===== src/rtl/sacs_map.vh =====
`ifndef SACS_MAP_VH
`define SACS_MAP_VH
// =====================================================
// Result word
`define SACS_RES_W       18
`define SACS_RES_MSB     17
`define SACS_FULL_SCALE  18'h3FFFF
`define SACS_HALF_SCALE  18'h20000
`define SACS_RES_RST     18'h00000
// =====================================================
// Timing (clock 50 MHz, period 20 ns)
`define SACS_CLK_PERIOD_NS  20
`define SACS_CONV_MAX_NS    3000
`define SACS_STRB_WIN_NS    40
// Cycles per approximation step, rounded down so 18 steps fit in the longest time
`define SACS_STEP_CYC  ((`SACS_CONV_MAX_NS / `SACS_CLK_PERIOD_NS) / `SACS_RES_W)
`define SACS_STEP_W    4
`define SACS_BIT_W     5
`endif


===== src/rtl/sacs_buf2.v =====
`include "sacs_map.vh"
module sacs_buf2 (
  input  wire                      i_sys_clk,
  input  wire                      i_rst_n,
  input  wire                      i_in_valid,
  output wire                      o_in_ready,
  input  wire [`SACS_RES_MSB:0]    i_in_data,
  output wire                      o_out_valid,
  input  wire                      i_out_ready,
  output wire [`SACS_RES_MSB:0]    o_out_data
);
  // =====================================================
  // Two-entry buffer
  reg [`SACS_RES_MSB:0] mem_reg [0:1];
  reg                   wr_ptr_reg;
  reg                   rd_ptr_reg;
  reg [1:0]             count_reg;
  wire                  push;
  wire                  pop;

  assign o_in_ready  = (count_reg != 2'h2);
  assign o_out_valid = (count_reg != 2'h0);
  assign o_out_data  = mem_reg[rd_ptr_reg];
  assign push        = i_in_valid & o_in_ready;
  assign pop         = o_out_valid & i_out_ready;

  always @(posedge i_sys_clk) begin
    if (!i_rst_n) begin
      wr_ptr_reg <= 1'b0;
      rd_ptr_reg <= 1'b0;
      count_reg  <= 2'h0;
      mem_reg[0] <= `SACS_RES_RST;
      mem_reg[1] <= `SACS_RES_RST;
    end else begin
      if (push) begin
        mem_reg[wr_ptr_reg] <= i_in_data;
        wr_ptr_reg          <= ~wr_ptr_reg;
      end
      if (pop)
        rd_ptr_reg <= ~rd_ptr_reg;
      case ({push, pop})
        2'b10:   count_reg <= count_reg + 2'h1;
        2'b01:   count_reg <= count_reg - 2'h1;
        default: count_reg <= count_reg;
      endcase
    end
  end
endmodule // sacs_buf2


===== src/rtl/sacs_core.v =====
// Functional notes
// - With the chain select low, the shared pin is an active-low enable for the serial output.
// - With the chain select high, the shared pin is the serial input from an upstream converter.
// - While enabled, each rising serial clock edge shifts out own result bits, then chained-in data (zeros with chain select low).
// - The serial output advances on each enabled rising serial clock edge, most significant bit first.
// - A rising strobe edge powers up the converter and starts a new conversion.
// - Busy rises when a conversion starts and falls when it finishes.
// - The converter alternates between acquisition and conversion, entered on a strobe rise.
// - Conversion runs 18 approximation steps from half scale, halving the weight each step.
// - At the end of conversion the 18-bit result enters a two-entry buffer that loads the serial shift path once the previous word is out.
// - The result is straight binary: zero input is all zeros, full scale is all ones.
// - Strobe edges during a running conversion do not restart it.
// - An internal time base finishes each conversion within 3 us of its start.
// - After conversion the converter powers down and the last result can still be read.
// - The result msb stays on the output until the first rising serial clock edge.
`include "sacs_map.vh"
module sacs_core (
  input  wire                      i_sys_clk,
  input  wire                      i_rst_n,
  input  wire                      i_conversion_strobe,
  input  wire                      i_chain_sel,
  input  wire                      i_out_enable_or_chain_in,
  input  wire                      i_serial_clk,
  input  wire                      i_cmp_above,
  output wire [`SACS_RES_MSB:0]    o_capacitive_dac,
  output wire                      o_sampling,
  output wire                      o_powered,
  output wire                      o_busy,
  output wire                      o_sdata,
  output wire                      o_sdata_oe,
  output wire                      o_sdata_valid,
  output reg                       o_overrun
);
  // =====================================================
  // States
  localparam ST_ACQ  = 1'b0;
  localparam ST_CONV = 1'b1;

  // =====================================================
  // Input synchronisers
  // Strobe, chain select, shared pin and serial clock pass two flops before use; the enable resets high so the
  // output starts released and no false enable follows reset.
  // Serial clock and strobe edges are seen three system clocks after the pin.

  reg [1:0] strb_sync_reg;
  reg [1:0] chain_sync_reg;
  reg [1:0] oe_sync_reg;
  reg [1:0] sclk_sync_reg;
  reg       strb_prev_reg;
  reg       sclk_prev_reg;
  wire      chain_mode;
  wire      shared_in;
  wire      strb_rise;
  wire      sclk_rise;

  always @(posedge i_sys_clk) begin
    if (!i_rst_n) begin
      strb_sync_reg  <= 2'h0;
      chain_sync_reg <= 2'h0;
      oe_sync_reg    <= 2'h3;
      sclk_sync_reg  <= 2'h0;
      strb_prev_reg  <= 1'b0;
      sclk_prev_reg  <= 1'b0;
    end else begin
      strb_sync_reg  <= {strb_sync_reg[0], i_conversion_strobe};
      chain_sync_reg <= {chain_sync_reg[0], i_chain_sel};
      oe_sync_reg    <= {oe_sync_reg[0], i_out_enable_or_chain_in};
      sclk_sync_reg  <= {sclk_sync_reg[0], i_serial_clk};
      strb_prev_reg  <= strb_sync_reg[1];
      sclk_prev_reg  <= sclk_sync_reg[1];
    end
  end

  assign chain_mode = chain_sync_reg[1];
  assign shared_in  = oe_sync_reg[1];
  assign strb_rise  = strb_sync_reg[1] & ~strb_prev_reg;
  assign sclk_rise  = sclk_sync_reg[1] & ~sclk_prev_reg;

  // =====================================================
  // Conversion sequencer
  reg                     state_reg;
  reg [`SACS_STEP_W-1:0]  step_cnt_reg;
  reg [`SACS_BIT_W-1:0]   bit_idx_reg;
  reg [`SACS_RES_MSB:0]   trial_reg;
  reg [`SACS_RES_MSB:0]   weight_reg;
  reg                     done_reg;
  wire                    step_tick;
  wire [`SACS_RES_MSB:0]  keep_trial;
  wire [`SACS_RES_MSB:0]  final_code;

  // Step divider stands in for the internal oscillator
  // 18 steps of 8 cycles give 2.88 us, leaving margin under the 3 us ceiling
  assign step_tick  = (state_reg == ST_CONV) &&
                      (step_cnt_reg == (`SACS_STEP_CYC - 1));
  // Straight binary: a set bit means the input lies above that weight
  assign keep_trial = i_cmp_above ? trial_reg : (trial_reg & ~weight_reg);
  assign final_code = keep_trial;

  always @(posedge i_sys_clk) begin
    if (!i_rst_n) begin
      state_reg    <= ST_ACQ;
      step_cnt_reg <= {`SACS_STEP_W{1'b0}};
      bit_idx_reg  <= {`SACS_BIT_W{1'b0}};
      trial_reg    <= `SACS_RES_RST;
      weight_reg   <= `SACS_RES_RST;
      done_reg     <= 1'b0;
    end else begin
      done_reg <= 1'b0;
      case (state_reg)
        ST_ACQ: begin
          if (strb_rise) begin
            state_reg    <= ST_CONV;
            step_cnt_reg <= {`SACS_STEP_W{1'b0}};
            bit_idx_reg  <= {`SACS_BIT_W{1'b0}};
            trial_reg    <= `SACS_HALF_SCALE;
            weight_reg   <= `SACS_HALF_SCALE;
          end
        end
        ST_CONV: begin
          // Strobe edges are ignored here so a running conversion cannot restart
          if (step_tick) begin
            step_cnt_reg <= {`SACS_STEP_W{1'b0}};
            if (bit_idx_reg == (`SACS_RES_W - 1)) begin
              trial_reg <= final_code;
              state_reg <= ST_ACQ;
              done_reg  <= 1'b1;
            end else begin
              trial_reg   <= keep_trial | (weight_reg >> 1);
              weight_reg  <= weight_reg >> 1;
              bit_idx_reg <= bit_idx_reg + 1'b1;
            end
          end else begin
            step_cnt_reg <= step_cnt_reg + 1'b1;
          end
        end
        default: state_reg <= ST_ACQ;
      endcase
    end
  end

  // =====================================================
  // Status outputs
  // Powered and busy share the state bit: power is only spent while converting,
  // and the last result stays readable while powered down.
  assign o_capacitive_dac = trial_reg;
  assign o_sampling       = (state_reg == ST_ACQ);
  assign o_powered        = (state_reg == ST_CONV);
  assign o_busy           = (state_reg == ST_CONV);

  // =====================================================
  // Result buffer: holds words when the shifter is still busy
  wire                   buf_in_ready;
  wire                   buf_out_valid;
  wire [`SACS_RES_MSB:0] buf_out_data;
  reg                    shift_load;

  sacs_buf2 u_buf (
    .i_sys_clk   (i_sys_clk),
    .i_rst_n     (i_rst_n),
    .i_in_valid  (done_reg),
    .o_in_ready  (buf_in_ready),
    .i_in_data   (trial_reg),
    .o_out_valid (buf_out_valid),
    .i_out_ready (shift_load),
    .o_out_data  (buf_out_data)
  );

  // A word arriving with the buffer full is dropped and flagged
  // Set wins over the clear when both fall in one cycle
  always @(posedge i_sys_clk) begin
    if (!i_rst_n)
      o_overrun <= 1'b0;
    else if (done_reg && !buf_in_ready)
      o_overrun <= 1'b1;
    else if (strb_rise)
      o_overrun <= 1'b0;
  end

  // =====================================================
  // Serial shift path
  reg [`SACS_RES_MSB:0]  shift_reg;
  reg [`SACS_BIT_W-1:0]  shifted_reg;
  reg                    word_valid_reg;
  wire                   out_en;

  // Load a new word only once the previous one has been fully clocked out
  // A load and a serial clock rise in one cycle: the load wins and the rise is
  // lost, so hosts must leave the clock low while a new word arrives.
  always @* begin
    shift_load = buf_out_valid &&
                 (!word_valid_reg || (shifted_reg >= `SACS_RES_W));
  end

  assign out_en = chain_mode | ~shared_in;

  always @(posedge i_sys_clk) begin
    if (!i_rst_n) begin
      shift_reg      <= `SACS_RES_RST;
      shifted_reg    <= {`SACS_BIT_W{1'b0}};
      word_valid_reg <= 1'b0;
    end else if (shift_load) begin
      shift_reg      <= buf_out_data;
      shifted_reg    <= {`SACS_BIT_W{1'b0}};
      word_valid_reg <= 1'b1;
    end else if (sclk_rise && out_en) begin
      // Chain mode feeds upstream data in behind our own bits
      shift_reg <= {shift_reg[`SACS_RES_MSB-1:0],
                    chain_mode ? shared_in : 1'b0};
      if (shifted_reg < `SACS_RES_W)
        shifted_reg <= shifted_reg + 1'b1;
    end
  end

  // =====================================================
  // Serial pins
  // The data bit always carries the shifter msb; the enable alone decides
  // whether the pad drives it, so a disabled host still sees a stable level.
  assign o_sdata       = shift_reg[`SACS_RES_MSB];
  assign o_sdata_oe    = out_en;
  assign o_sdata_valid = word_valid_reg;
endmodule // sacs_core


===== config.mk =====
export PLATFORM = sky130hd
export DESIGN_NAME = sacs_core
export DESIGN_NICKNAME = d
export VERILOG_FILES = /design/src/rtl/sacs_buf2.v /design/src/rtl/sacs_core.v
export VERILOG_INCLUDE_DIRS = /design/src /design/src/rtl
export SDC_FILE = /design/constraint.sdc
export NUM_CORES = 1
export LEC_CHECK = 0
export BUFFER_PORTS_ARGS = -buffer_cell sky130_fd_sc_hd__buf_2
export CAP_MARGIN = 20
export CORE_MARGIN = 5
export CORE_UTILIZATION = 55
export DETAILED_ROUTE_END_ITERATION = 7
export GPL_TIMING_DRIVEN = 0
export PLACE_DENSITY = 0.73
export SYNTH_ARGS = -nofsm -noshare
export SYNTH_HDL_FRONTEND = slang
export SYNTH_HIERARCHICAL = 1
export SYNTH_SLANG_ARGS = --single-unit

===== constraint.sdc =====
create_clock -name i_sys_clk -period 3.4 [get_ports i_sys_clk]
set_input_delay 0 -clock i_sys_clk [delete_from_list [all_inputs] [get_ports i_sys_clk]]
set_output_delay 0 -clock i_sys_clk [all_outputs]
set_load 0.03 [all_outputs]

==> key figures <==
Worst hold path
  – Hold Crit Endpoint: o_capacitive_dac[14]
  – HP Class: input port to flop
  – Hold depth: 4
  – Hold path startpoint: i_cmp_above

Clock tree
  – Root Driver: clkbuf_8
  – Clock H-tree levels: 4
  – Clock buffer count from CTS: 17
  – Clock tree sinks: 123
  – Clock Pin Slew Worst Setup and Hold Paths: 0.06 ns
  – Worst-Skew Late Latency: 0.51 ns
  – Clk buf depth: 2
  – CTS tree: done

Worst setup path
  – Worst setup SP type: flop
  – Reg2reg path depth: 11
  – CP max-delay cell: nor4_4
  – Buf/Inv on CP: 4
  – CP peak stage delay: 0.45 ns
  – Reg2reg end: u_buf/count_reg[1]
  – CP Data Required Time: 3.84 ns
  – CP max FO: 10
  – R2R Setup Slk: 0.69 ns
  – Crit-path cells: inv_1, ha_1, nor4_4, o21a_1, buf_4, buf_6, inv_1, o21a_1, ha_1, or3_1, a21boi_1
  – CP Capture Type: flop
  – Reg-to-Reg Start: shifted_reg[0]
  – CP delay by family, top: simple AND/OR/NAND/NOR gates
  – Crit Path Category: flop to flop
  – Worst Path Arrival: 3.16 ns

Floorplanning
  – Rows: 36
  – Die Wd: 110 um
  – Total Die Area: 12,000 um^2
  – Starting Density: 56.1%
  – Die Height: 110 um
  – I/O pin count: 32
  – Core Box Area: 9730 um^2

Logic synthesis
  – Share of the synthesized area in the top cell type: 31.9%
  – Synth Cell Area: 5460 um^2
  – Mean Syn Cell Area: 10.1 um^2
  – Warnings, synthesis: 6
  – Synth cell count leaders: dfxtp_1, nand3_1, nor2_1
  – Main flop type after synthesis: dfxtp_1
  – Net Count, Synth: 555
  – EDFF count, synth: 36
  – Seq cells post-synth: 123
  – Top post-synthesis cells by area: dfxtp_1, edfxtp_1, nand3_1
  – Yosys cell types: 51
  – Sequential share of the synthesized area: 51.7%
  – Most frequent cell after synthesis: dfxtp_1
  – Yosys top cell by area: dfxtp_1
  – Async set-reset flop share out of synthesis: 0%
  – Synth Instances: 542

Cells and area
  – # fillers: 797
  – Final #Nets: 611
  – Area delta synth->final: 17.5%
  – Share of cells above drive strength 1: 18.5%
  – Diodes inserted: 0
  – Max reg flops: 36

Timing
  – Fin crit period: 2.71 ns
  – Slew Limit Fails: 0
  – Final Skew: 0.00787 ns
  – Final TNS setup: 0 ns
  – Hold_ws: 0.168 ns
  – Highest Clock Rate: 369 MHz
  – Final Hold Vio Count: 0
  – Rel. slew slack: 47.5%
  – Tightest Pin Transition: 0.785 ns
  – Unrepaired setup endpoints after global routing: false
  – Period Utilization, post-route: 79.8%
  – Setup violations, final: 0

Global route
  – Pin count of the biggest net entering global routing: 19
  – First-pass GRT wire length: 21.0 mm
  – Congestion Overflow GR: 0
  – Vias in the first global route: 4,383
  – Antenna violations before repair: 0
  – GR Util All Layers: 22.3%

Job
  – Max_cap viols: 0

Drt
  – Antenna Nets Post-Route: 0
  – Drt pass-1 iters: 5
  – Avg Vias per Cell: 5.99
  – Routed wire length per instance: 17.2 um
  – Detailed Route Iter0 Violations: 323
  – Final WL: 12.8 mm
  – Via count: 4,460
  – # DRC: 0

Placement
  – Number of port buffers: 31
  – Post-DP HPWL: 8.66 mm
  – GPL Wtd Cong: 0.856

Pwr
  – Sw Pwr: 0.768 mW
  – Clock share of power: 50.9%
  – Sequential share of power: 45.3%
  – Leak Pwr: 2.23 nW
  – Maximum vdd drop: 0.000386 V
  – PD cells: 529 nW/um^2
  – Switching portion of total power: 22.6%
  – Pint: 2.63 mW
  – Logic pwr share: 3.7%

Outcome
  – Status: complete, no violations
-- worst max-delay path by stage --
stage | startpoint | slack (ns) | depth (start not counted) | to
detailed placement | shifted_reg[0] | 0.72 | 11 | u_buf/count_reg[1]
CTS | shifted_reg[0] | 0.68 | 11 | u_buf/count_reg[1]
global route | shifted_reg[0] | 0.38 | 11 | u_buf/count_reg[1]
global placement | shifted_reg[0] | 0.80 | 11 | u_buf/count_reg[1]
finish | shifted_reg[0] | 0.69 | 11 | u_buf/count_reg[1]
floorplan | shifted_reg[0] | 1.05 | 11 | u_buf/count_reg[1]
-- worst register-to-register path: cells and delay by family, from the launching register on --
| kind | cells | cell delay (ns) |
|---|---|---|
| simple gates | 2 | 0.80 |
| fa+ha+maj | 2 | 0.56 |
| buf+inv | 4 | 0.46 |
| compound gates | 3 | 0.45 |
| flops | 1 | 0.39 |
-- power groups by stage --
stage | Combinational (mW) | Clock, mW | Sequential, mW
after floorplan | 0.0818 | 0 | 1.57
after global placement | 0.117 | 0 | 1.57
after detailed placement | 0.119 | 0 | 1.57
after CTS | 0.126 | 1.74 | 1.54
after global routing | 0.138 | 1.82 | 1.54
final | 0.127 | 1.73 | 1.54
-- what timing repair did --
action	in CTS	in global routing
hold buffers	6	0
resized for setup	0	0
endpoints found under the hold margin	10	0
setup buffers	0	0
-- metal layers --
metal / share of wire (%) / GRT usage [%] / vias up
met3: 4.4 / 5.23 / 22
met1: 44 / 28.0 / 2155
met4: 2.0 / 9.71 / 0
met5: 0 / 0 / -
li1: - / - / 2158
met2: 49 / 36.9 / 125
-- area by class of cell --
cell class / count / area, um^2 / share of cell area (%)
buffer: 49 / 236 / 3.69
sequential: 123 / 2820 / 44.0
inverter: 9 / 33.8 / 0.527
clock inverter: 12 / 108 / 1.68
timing repair buffer: 37 / 215 / 3.36
clock buffer: 20 / 467 / 7.28
multi-input combinational: 361 / 2360 / 36.9
tap: 133 / 166 / 2.59
-- logic make-up after synthesis --
family | after synthesis | synth area share (%)
AO/OA/AOI/OAI | 137 | 17.5
XOR/XNOR | 3 | 0.482
adder cells (fa/ha/maj) | 6 | 1.38
buffers and inverters | 58 | 4.95
flip-flops | 123 | 51.7
multiplexers | 21 | 4.26
AND/OR/NAND/NOR | 194 | 19.7
-- cells in the final DEF, fill, tap and decap left out, types with 4 or more instances in the layout --
master and n:
inv_6 4, nand4_1 4, dlygate4sd3_1 6, o211ai_1 20, o221ai_1 18, nand3_1 57
nand2b_1 6, nor2_1 42, a32o_1 17, edfxtp_1 36, o21ai_0 22, mux2_2 18
clkbuf_1 22, clkbuf_16 17, inv_1 8, and2_1 10, nor2b_1 5, nand2_1 25
a31oi_1 21, dfxtp_1 87, nand3b_1 21, ha_1 6, or3_1 5, buf_2 48
a21oi_1 26, buf_4 4
-- stage by stage --
step                      utilization [%]  cell area (um^2)  setup slack, ns  total power [mW]  instances
after floorplan                         -              5460             1.05              1.65        542
after global placement               59.4              5780            0.795              1.69        706
after detailed placement             59.4              5780            0.717              1.69        706
after CTS                            65.9              6410            0.677              3.41        744
after global routing                 65.9              6410            0.381              3.50        744
final                                65.9              6410            0.688              3.40        744
(Power assumes the default switching activity.)
